`config.mk`:
```
export PLATFORM = sky130hd
export DESIGN_NAME = rps_sequencer
export DESIGN_NICKNAME = d
export VERILOG_FILES = /design/src/rtl/rps_pkg.sv /design/src/rtl/rps_sequencer.sv
export SDC_FILE = /design/constraint.sdc
export NUM_CORES = 1
export LEC_CHECK = 0
export BUFFER_PORTS_ARGS = -buffer_cell sky130_fd_sc_hd__buf_2
export CORE_UTILIZATION = 30
export CTS_BUF_LIST = sky130_fd_sc_hd__clkbuf_8
export DETAILED_ROUTE_END_ITERATION = 8
export HOLD_SLACK_MARGIN = 0.1
export SLEW_MARGIN = 20
export SYNTH_ARGS = -nofsm -noshare
export SYNTH_HDL_FRONTEND = slang
export SYNTH_SLANG_ARGS = --single-unit
```
`constraint.sdc`:
```
create_clock -name clk_sys -period 20.7 [get_ports clk_sys]
set_clock_uncertainty 0.2 [all_clocks]
set_input_delay 1.035 -clock clk_sys [delete_from_list [all_inputs] [get_ports clk_sys]]
set_output_delay 1.035 -clock clk_sys [all_outputs]
set_load 0.01 [all_outputs]
```
`src/rtl/rps_pkg.sv`:
```
// constants, field layouts and carrier types for the resource sequencer
// assumes a single 100 MHz system clock and a plain register port
//
// What this block does
// - request is clocks, minimum mask, timers
// - clock requests map to resource sets
// - each resource in one of four states
// - timer zero when settled, nonzero in transition
// - load timer with on or off delay
// - nonzero timers count down per slow tick
// - timer zero ends transition into final state
// - zero on delay enables immediately
// - zero off delay disables immediately
// - recompute required set every sequencer tick
// - timer expiry clears pending, toggles on bit
// - compare required set against current status
// - disable unrequested resource without powered dependents
// - enable requested resource once dependencies enabled
// - shutdown tristates outputs, ignores most inputs
// - leaving shutdown equals fresh power up
// - wlan request releases wlan reset
// - regulator enable is OR of both requests
// - pull-downs on after reset, software can disable
package rps_pkg;

  ////////////////////////////////////////////////////////////////////////
  // sizes
  localparam int NUM_RES  = 8;  // sequenced resources
  localparam int NUM_CLK  = 4;  // core clock request lines
  localparam int NUM_RTMR = 2;  // resource request timers
  localparam int ADDR_W   = 8;  // register port address width

  ////////////////////////////////////////////////////////////////////////
  // register byte offsets
  localparam logic [7:0] OFF_MIN    = 8'h00; // minimum_resource_mask
  localparam logic [7:0] OFF_STATUS = 8'h04; // on and pending bits
  localparam logic [7:0] OFF_PULLDN = 8'h08; // pull-down controls
  localparam logic [7:0] OFF_CLKMAP = 8'h10; // clock map, 4 words
  localparam logic [7:0] OFF_RTMR   = 8'h40; // request timers, 2 words
  localparam logic [7:0] OFF_RESCFG = 8'h20; // resource config, 8 words
  localparam logic [7:0] OFF_TIMER  = 8'h60; // timer readback, 8 words

  ////////////////////////////////////////////////////////////////////////
  // field positions and reset values
  localparam int STAT_ON_LSB   = 0;  // resource_on_bit field
  localparam int STAT_PEND_LSB = 8;  // transition_pending_bit field
  localparam int PD_WLAN_BIT   = 0;  // wlan pull-down enable
  localparam int PD_BT_BIT     = 1;  // bt pull-down enable
  localparam logic [1:0] PULLDN_RST = 2'h3; // both pull-downs on
  localparam logic [7:0] MIN_RST    = 8'h00; // nothing forced on

  ////////////////////////////////////////////////////////////////////////
  // carrier types
  typedef struct packed {
    logic [ADDR_W-1:0] addr;  // byte address
    logic [31:0]       wdata; // write data
    logic              we;    // write strobe
    logic              re;    // read strobe
  } rps_bus_req_t;

  // per-resource config word: [23:16] deps, [15:8] off, [7:0] on
  typedef struct packed {
    logic [7:0] dep;   // resources this one needs enabled
    logic [7:0] t_off; // turn-off delay in slow ticks
    logic [7:0] t_on;  // turn-on delay in slow ticks
  } rps_cfg_t;

  // request timer word: [23:8] count, [7:0] resource mask
  typedef struct packed {
    logic [15:0] cnt;  // slow ticks left, active while nonzero
    logic [7:0]  mask; // resources held on while active
  } rps_rtmr_t;

  // whole state of the sequencer
  typedef struct packed {
    logic [7:0]                min_mask;
    logic [NUM_CLK-1:0][7:0]   clk_map;
    rps_cfg_t [NUM_RES-1:0]    cfg;
    rps_rtmr_t [NUM_RTMR-1:0]  rtmr;
    logic [NUM_RES-1:0]        on;
    logic [NUM_RES-1:0]        pend;
    logic [NUM_RES-1:0][7:0]   timer;
    logic [1:0]                pulldn;
    logic                      lpo_q;
    logic [31:0]               rdata;
    logic [NUM_RES-1:0]        res_en;
    logic                      reg_en;
    logic                      wlan_rst_n;
    logic                      oe_n;
  } rps_state_t;

endpackage

```
`src/rtl/rps_sequencer.sv`:
```
// resource power sequencer with register port and power-request pins
// assumes all inputs synchronous to clk_sys; lpo_clk is a slow square
// wave sampled here, its rising edge is one sequencer tick
`timescale 1ns/1ps
`default_nettype none

module rps_sequencer (
  input  wire logic                    clk_sys,
  input  wire logic                    rst_n,
  input  wire rps_pkg::rps_bus_req_t   bus,
  output logic [31:0]                  rd_data,
  input  wire logic [rps_pkg::NUM_CLK-1:0] core_clk_req,
  input  wire logic                    lpo_clk,
  input  wire logic                    wlan_power_request,
  input  wire logic                    bt_power_request,
  input  wire logic                    shutdown_req,
  output logic [rps_pkg::NUM_RES-1:0]  resource_en,
  output logic                         regulator_en,
  output logic                         wlan_rst_n,
  output logic                         wlan_pd_en,
  output logic                         bt_pd_en,
  output logic                         out_oe_n
);

  ////////////////////////////////////////////////////////////////////////
  // state
  rps_pkg::rps_state_t st_reg;  // every flip-flop of the block
  rps_pkg::rps_state_t st_next; // next value of all of it

  // combinational helpers
  logic                        tick;     // one slow sequencer cycle
  logic [rps_pkg::NUM_RES-1:0] req;      // required resource set
  logic [rps_pkg::NUM_RES-1:0] dep_up;   // some dependent still powered
  logic [rps_pkg::NUM_RES-1:0] deps_ok;  // all dependencies enabled
  logic [rps_pkg::NUM_RES-1:0] settled;  // enabled and not moving
  logic [31:0]                 rd_word;  // decoded read value

  ////////////////////////////////////////////////////////////////////////
  // outputs straight from flip-flops
  assign rd_data      = st_reg.rdata;
  assign resource_en  = st_reg.res_en;
  assign regulator_en = st_reg.reg_en;
  assign wlan_rst_n   = st_reg.wlan_rst_n;
  assign wlan_pd_en   = st_reg.pulldn[rps_pkg::PD_WLAN_BIT];
  assign bt_pd_en     = st_reg.pulldn[rps_pkg::PD_BT_BIT];
  assign out_oe_n     = st_reg.oe_n;

  ////////////////////////////////////////////////////////////////////////
  // required set, dependency checks, read decode
  always_comb begin
    // slow tick from the sampled low-power clock edge
    tick = lpo_clk & ~st_reg.lpo_q;

    // three request sources combined
    req = st_reg.min_mask;
    for (int c = 0; c < rps_pkg::NUM_CLK; c++) begin
      // clock request expands to its resource set
      if (core_clk_req[c]) begin
        req = req | st_reg.clk_map[c];
      end
    end
    for (int t = 0; t < rps_pkg::NUM_RTMR; t++) begin
      // active request timer holds its resources
      if (st_reg.rtmr[t].cnt != 16'h0000) begin
        req = req | st_reg.rtmr[t].mask;
      end
    end
    // pull in dependencies, deep enough for any chain
    for (int k = 0; k < rps_pkg::NUM_RES; k++) begin
      for (int i = 0; i < rps_pkg::NUM_RES; i++) begin
        if (req[i]) begin
          req = req | st_reg.cfg[i].dep;
        end
      end
    end

    // enabled and not in transition
    settled = st_reg.on & ~st_reg.pend;
    for (int i = 0; i < rps_pkg::NUM_RES; i++) begin
      // any dependent powered or on its way
      dep_up[i] = 1'b0;
      for (int j = 0; j < rps_pkg::NUM_RES; j++) begin
        if (st_reg.cfg[j].dep[i] && (st_reg.on[j] || st_reg.pend[j])) begin
          dep_up[i] = 1'b1;
        end
      end
      // every dependency fully enabled
      deps_ok[i] = ((st_reg.cfg[i].dep & ~settled) == 8'h00);
    end

    // read decode, unmapped and misaligned read zero
    rd_word = 32'h0000_0000;
    if (bus.addr[1:0] != 2'h0) begin
      rd_word = 32'h0000_0000;
    end else if (bus.addr == rps_pkg::OFF_MIN) begin
      rd_word[7:0] = st_reg.min_mask;
    end else if (bus.addr == rps_pkg::OFF_STATUS) begin
      rd_word[rps_pkg::STAT_ON_LSB +: 8]   = st_reg.on;
      rd_word[rps_pkg::STAT_PEND_LSB +: 8] = st_reg.pend;
    end else if (bus.addr == rps_pkg::OFF_PULLDN) begin
      rd_word[1:0] = st_reg.pulldn;
    end else if (bus.addr[7:4] == rps_pkg::OFF_CLKMAP[7:4]) begin
      rd_word[7:0] = st_reg.clk_map[bus.addr[3:2]];
    end else if (bus.addr[7:5] == rps_pkg::OFF_RESCFG[7:5]) begin
      rd_word[23:0] = st_reg.cfg[bus.addr[4:2]];
    end else if (bus.addr[7:3] == rps_pkg::OFF_RTMR[7:3]) begin
      rd_word[23:0] = st_reg.rtmr[bus.addr[2]];
    end else if (bus.addr[7:5] == rps_pkg::OFF_TIMER[7:5]) begin
      rd_word[7:0] = st_reg.timer[bus.addr[4:2]];
    end else begin
      rd_word = 32'h0000_0000;
    end
  end

  ////////////////////////////////////////////////////////////////////////
  // next state
  always_comb begin
    st_next = st_reg;
    st_next.lpo_q = lpo_clk;
    // read data stands only in the cycle after the strobe
    st_next.rdata = bus.re ? rd_word : 32'h0000_0000;

    // per-resource sequencing, once per slow tick
    if (tick) begin
      for (int i = 0; i < rps_pkg::NUM_RES; i++) begin
        if (st_reg.pend[i]) begin
          // counting transition
          st_next.timer[i] = st_reg.timer[i] - 8'h01;
          if (st_reg.timer[i] == 8'h01) begin
            // expiry ends the transition
            st_next.pend[i] = 1'b0;
            st_next.on[i]   = ~st_reg.on[i];
          end
        end else if (st_reg.on[i] && !req[i] && !dep_up[i]) begin
          // unrequested, nothing above it powered
          if (st_reg.cfg[i].t_off == 8'h00) begin
            st_next.on[i] = 1'b0;
          end else begin
            st_next.timer[i] = st_reg.cfg[i].t_off;
            st_next.pend[i]  = 1'b1;
          end
        end else if (!st_reg.on[i] && req[i] && deps_ok[i]) begin
          // requested, everything below it enabled
          if (st_reg.cfg[i].t_on == 8'h00) begin
            st_next.on[i] = 1'b1;
          end else begin
            st_next.timer[i] = st_reg.cfg[i].t_on;
            st_next.pend[i]  = 1'b1;
          end
        end
      end
      // request timers run on the same tick
      for (int t = 0; t < rps_pkg::NUM_RTMR; t++) begin
        if (st_reg.rtmr[t].cnt != 16'h0000) begin
          st_next.rtmr[t].cnt = st_reg.rtmr[t].cnt - 16'h0001;
        end
      end
    end

    // register writes, after the tick so software wins
    if (bus.we && (bus.addr[1:0] == 2'h0)) begin
      if (bus.addr == rps_pkg::OFF_MIN) begin
        st_next.min_mask = bus.wdata[7:0];
      end else if (bus.addr == rps_pkg::OFF_PULLDN) begin
        // software may switch pull-downs off
        st_next.pulldn = bus.wdata[1:0];
      end else if (bus.addr[7:4] == rps_pkg::OFF_CLKMAP[7:4]) begin
        st_next.clk_map[bus.addr[3:2]] = bus.wdata[7:0];
      end else if (bus.addr[7:5] == rps_pkg::OFF_RESCFG[7:5]) begin
        st_next.cfg[bus.addr[4:2]] = rps_pkg::rps_cfg_t'(bus.wdata[23:0]);
      end else if (bus.addr[7:3] == rps_pkg::OFF_RTMR[7:3]) begin
        st_next.rtmr[bus.addr[2]] = rps_pkg::rps_rtmr_t'(bus.wdata[23:0]);
      end
    end

    // drive enables: on when settled on or turning on
    st_next.res_en = st_next.on ^ st_next.pend;
    // regulators follow either request line
    st_next.reg_en = wlan_power_request | bt_power_request;
    // wlan section out of reset only while its request is high
    st_next.wlan_rst_n = wlan_power_request;
    st_next.oe_n = 1'b0;

    // shutdown: drop all state, float outputs, ignore inputs
    if (shutdown_req) begin
      st_next = '0;
      st_next.min_mask = rps_pkg::MIN_RST;
      st_next.pulldn = rps_pkg::PULLDN_RST;
      st_next.oe_n = 1'b1;
    end
  end

  ////////////////////////////////////////////////////////////////////////
  // state register
  always_ff @(posedge clk_sys or negedge rst_n) begin
    if (!rst_n) begin
      // everything off, pull-downs on
      st_reg <= '0;
      st_reg.min_mask <= rps_pkg::MIN_RST;
      st_reg.pulldn <= rps_pkg::PULLDN_RST;
    end else begin
      st_reg <= st_next;
    end
  end

endmodule

`default_nettype wire

```
==> run_results.csv <==
group,metric,value,unit
sta,maxSlewHeadroom,26.92,%
logic_synthesis,ys.flop_type,"dfrtp_1",
clock_network,ctsResizeCount,0,
route,first_iter_violations,3542,
layout,multiInputGateArea,15170,um^2
worst_setup_path,reg2reg_to,"resource_en[7]",
worst_setup_path,slowest_delay,0.83,ns
logic_synthesis,synth-simple-area-share,17.69,%
worst_setup_path,r2r-start,"st_reg[169]",
global_route,grt_pass1_wl,165.2,mm
clock_network,cts.sinks,398,
logic_synthesis,synth_seq_cells,398,
route,drt_pass1_iterations,9,
sta,holdWs,0.2432,ns
min_path,min_path_type,"primary input to async pin",
job,cap_violations,0,
layout,syn_to_final_growth,10.07,%
global_route,grt_use_total,24.38,%
logic_synthesis,synth-edff-count,0,
global_route,antenna_found_initial,4,
logic_synthesis,ys_types,108,
layout,most-common-layout-cells,"396 x dfrtp_1, 321 x nand2_1, 305 x o21ai_0",
floorplan,num_rows,109,
worst_setup_path,ff2ff_setup_slack,3.23,ns
place,numPortBuffers,80,
place,place_inst,3971,
clock_network,clk_pin_slew,0.07,ns
pwr,sw_frac_of_total,32.46,%
logic_synthesis,ys_seq_area_share,37.34,%
logic_synthesis,yosysWarnings,0,
logic_synthesis,synth_top_family_by_area,"compound AO/OA/AOI/OAI gates",
sta,hold_viol_final,0,
global_route,gr-usage-met1,32.46,%
pwr,power.share.clock,39.2,%
layout,final_nets,2953,
sta,tightestPinTransition,1.090,ns
sta,report.final.slew_viol_count,0,
clock_network,cts_buffer_depth,3,
place,postPlaceCellArea,27850,um^2
logic_synthesis,synth_compound_area_share,25.72,%
clock_network,root_buffer,"clkbuf_8",
clock_network,hold_buffers,0,
logic_synthesis,synthesis.area_per_instance,9.087,um^2
global_route,grt.busiest_layer,"met2",
layout,drive_gt1_share,14.56,%
logic_synthesis,async_flop_share,100.0,%
worst_setup_path,worst_path_max_delay_cell,"a31oi_1",
route,wl,111.9,mm
status,violations,"design-rule violations",
layout,post-route-util,33.28,%
logic_synthesis,synth_adder_area_share,0.8441,%
pwr,p_leak,0.01201,uW
clock_network,h-tree-depth,3,
pwr,p_seq_share,43.1,%
worst_setup_path,cp_data_arrival_time,17.84,ns
route,wl_per_cell,27.25,um
sta,tns,0,ns
route,drc,2,
clock_network,cts_tree,"done",
global_route,met2_usage,36.06,%
logic_synthesis,synth.area.mux_share,11.10,%
floorplan,die_w,300.2,um
logic_synthesis,synth_xor_area_share,1.280,%
place,place_congestion,1.012,
worst_setup_path,reg2reg_depth,47,
place,hpwlAfterDp,79.49,mm
pwr,combPwrFrac,17.7,%
pwr,power_switching,644.8,uW
status,outcome,"finished, violations left",
floorplan,die_area,90130,um^2
layout,n_fill_cell,9087,
sta,setup_violations,0,
route,via_per_inst,6.235,
worst_setup_path,worstPathRequired,21.07,ns
worst_setup_path,crit_type,"register to register",
sta,timing.final.crit_share,84.39,%
floorplan,core,88240,um^2
clock_network,numCtsBuffers,74,
global_route,grt_use_met3,6.084,%
pwr,intPower,1342,uW
layout,mostFrequentLayoutCell,"dfrtp_1",
pwr,power_per_cell_area,67.65,nW/um^2
floorplan,die_h,300.2,um
layout,largest_reg_flops,361,
worst_setup_path,start_kind,"register",
floorplan,initial_core_util,30.24,%
layout,final-seq-area,9962,um^2
global_route,overflow,0,
sta,fmax,57.24,MHz
clock_network,clk_latency,0.74,ns
worst_setup_path,end_kind,"register",
sta,min_period,17.47,ns
route,vias,25600,
worst_setup_path,worstPathMaxFanout,12,
logic_synthesis,synth_cells,2936,
layout,final_cell_area,29370,um^2
global_route,grt_pass1_vias,24200,
logic_synthesis,synth.cell_area,26680,um^2
pwr,vdd_ir_drop_max,0.00007783,V
clock_network,cts_setup_buffers,0,
floorplan,io_pins,97,
sta,grt_setup_unrepaired,"false",
layout,instances_no_fill,4106,
route,ant_nets,0,
global_route,grt_max_degree,159,
power groups by stage:
| stage | sequential, uW | clock [uW] | combinational [uW] |
|---|---|---|---|
| 6_report | 856 | 779 | 352 |
| 5_1_grt | 862 | 823 | 382 |
| 4_1_cts | 855 | 791 | 347 |
| 3_5_place_dp | 868 | 0 | 346 |
| 3_3_place_gp | 868 | 0 | 343 |
| 2_1_floorplan | 855 | 0 | 247 |
layout make-up:
class	instances	area share, %
well taps	1165	4.964
flip-flops and latches	398	33.92
diodes	2	0.01704
inverters	92	1.176
multi-input cells	2172	51.67
clock buffers	91	4.265
clock inverters	41	0.7882
repair buffers	145	3.195
synth_stat cells (10+ instances only):
cell type / number / area, um^2
a211oi_1: 41 / 307.8
a21o_1: 31 / 232.7
a21oi_1: 150 / 750.7
a221o_1: 40 / 400.4
a221oi_1: 39 / 341.6
a222oi_1: 22 / 220.2
a22o_1: 20 / 175.2
a22oi_1: 37 / 277.8
a31oi_1: 28 / 175.2
a32o_1: 10 / 100.1
and3_1: 14 / 87.58
buf_1: 33 / 123.9
buf_2: 29 / 145.1
buf_4: 42 / 315.3
clkbuf_1: 174 / 653.1
dfrtp_1: 396 / 9910
ha_1: 18 / 225.2
inv_1: 90 / 337.8
mux2_1: 15 / 168.9
mux2_2: 24 / 270.3
mux2i_1: 90 / 900.9
mux4_2: 72 / 1622
nand2_1: 321 / 1205
nand2b_1: 23 / 143.9
nand3_1: 55 / 275.3
nand3b_1: 156 / 1171
nand4_1: 10 / 62.56
nor2_1: 159 / 596.8
nor2b_1: 20 / 125.1
nor3_1: 39 / 195.2
nor4_1: 47 / 294.0
o2111ai_1: 11 / 96.34
o211ai_1: 24 / 180.2
o21ai_0: 305 / 1526
o21ai_1: 52 / 260.3
o221ai_1: 22 / 192.7
o31ai_1: 32 / 240.2
or2_2: 10 / 62.56
or3_1: 12 / 75.07
or4_1: 10 / 75.07
xnor2_1: 23 / 201.4
xor2_1: 16 / 140.1
cell families (layout without fill, tap and decap cells):
family                   count (synthesis)  in the layout
AO/OA/AOI/OAI                          990            990
AND/OR/NAND/NOR                        916            916
flip-flops                             398            398
buffers and inverters                  373            369
multiplexers                           201            201
XOR/XNOR                                39             39
adder cells (fa/ha/maj)                 18             18
other                                    1             10
how the worst max path moves through the flow:
| stage | end | depth (start not counted) | from |
|---|---|---|---|
| final | resource_en[7] | 47 | st_reg[169] |
| after global routing | resource_en[7] | 47 | st_reg[169] |
| after CTS | resource_en[7] | 47 | st_reg[169] |
| after detailed placement | resource_en[7] | 48 | core_clk_req[0] |
| after global placement | resource_en[7] | 48 | core_clk_req[0] |
| after floorplan | st_reg[51] | 50 | core_clk_req[0] |
stage by stage:
stage / total power (uW) / worst slack (ns)
floorplan: 1102 / 7.095
global placement: 1211 / 3.317
detailed placement: 1214 / 3.384
CTS: 1994 / 3.753
global route: 2067 / 2.186
finish: 1987 / 3.230
critical path: cells and delay by family, from the launching register on:
family           cells  cell delay [ns]
AO/OA/AOI/OAI       35            11.26
AND/OR/NAND/NOR     11             5.17
flip-flops           1             0.44
XOR/XNOR             1             0.23
routing by layer:
layer / part of all wire, % / wire [um]
met1: 40 / 44970
met2: 43 / 47970
met3: 11 / 12200
met4: 6.0 / 6752
met5: 0 / 0
Note: power is estimated with default switching activity, not from simulation.
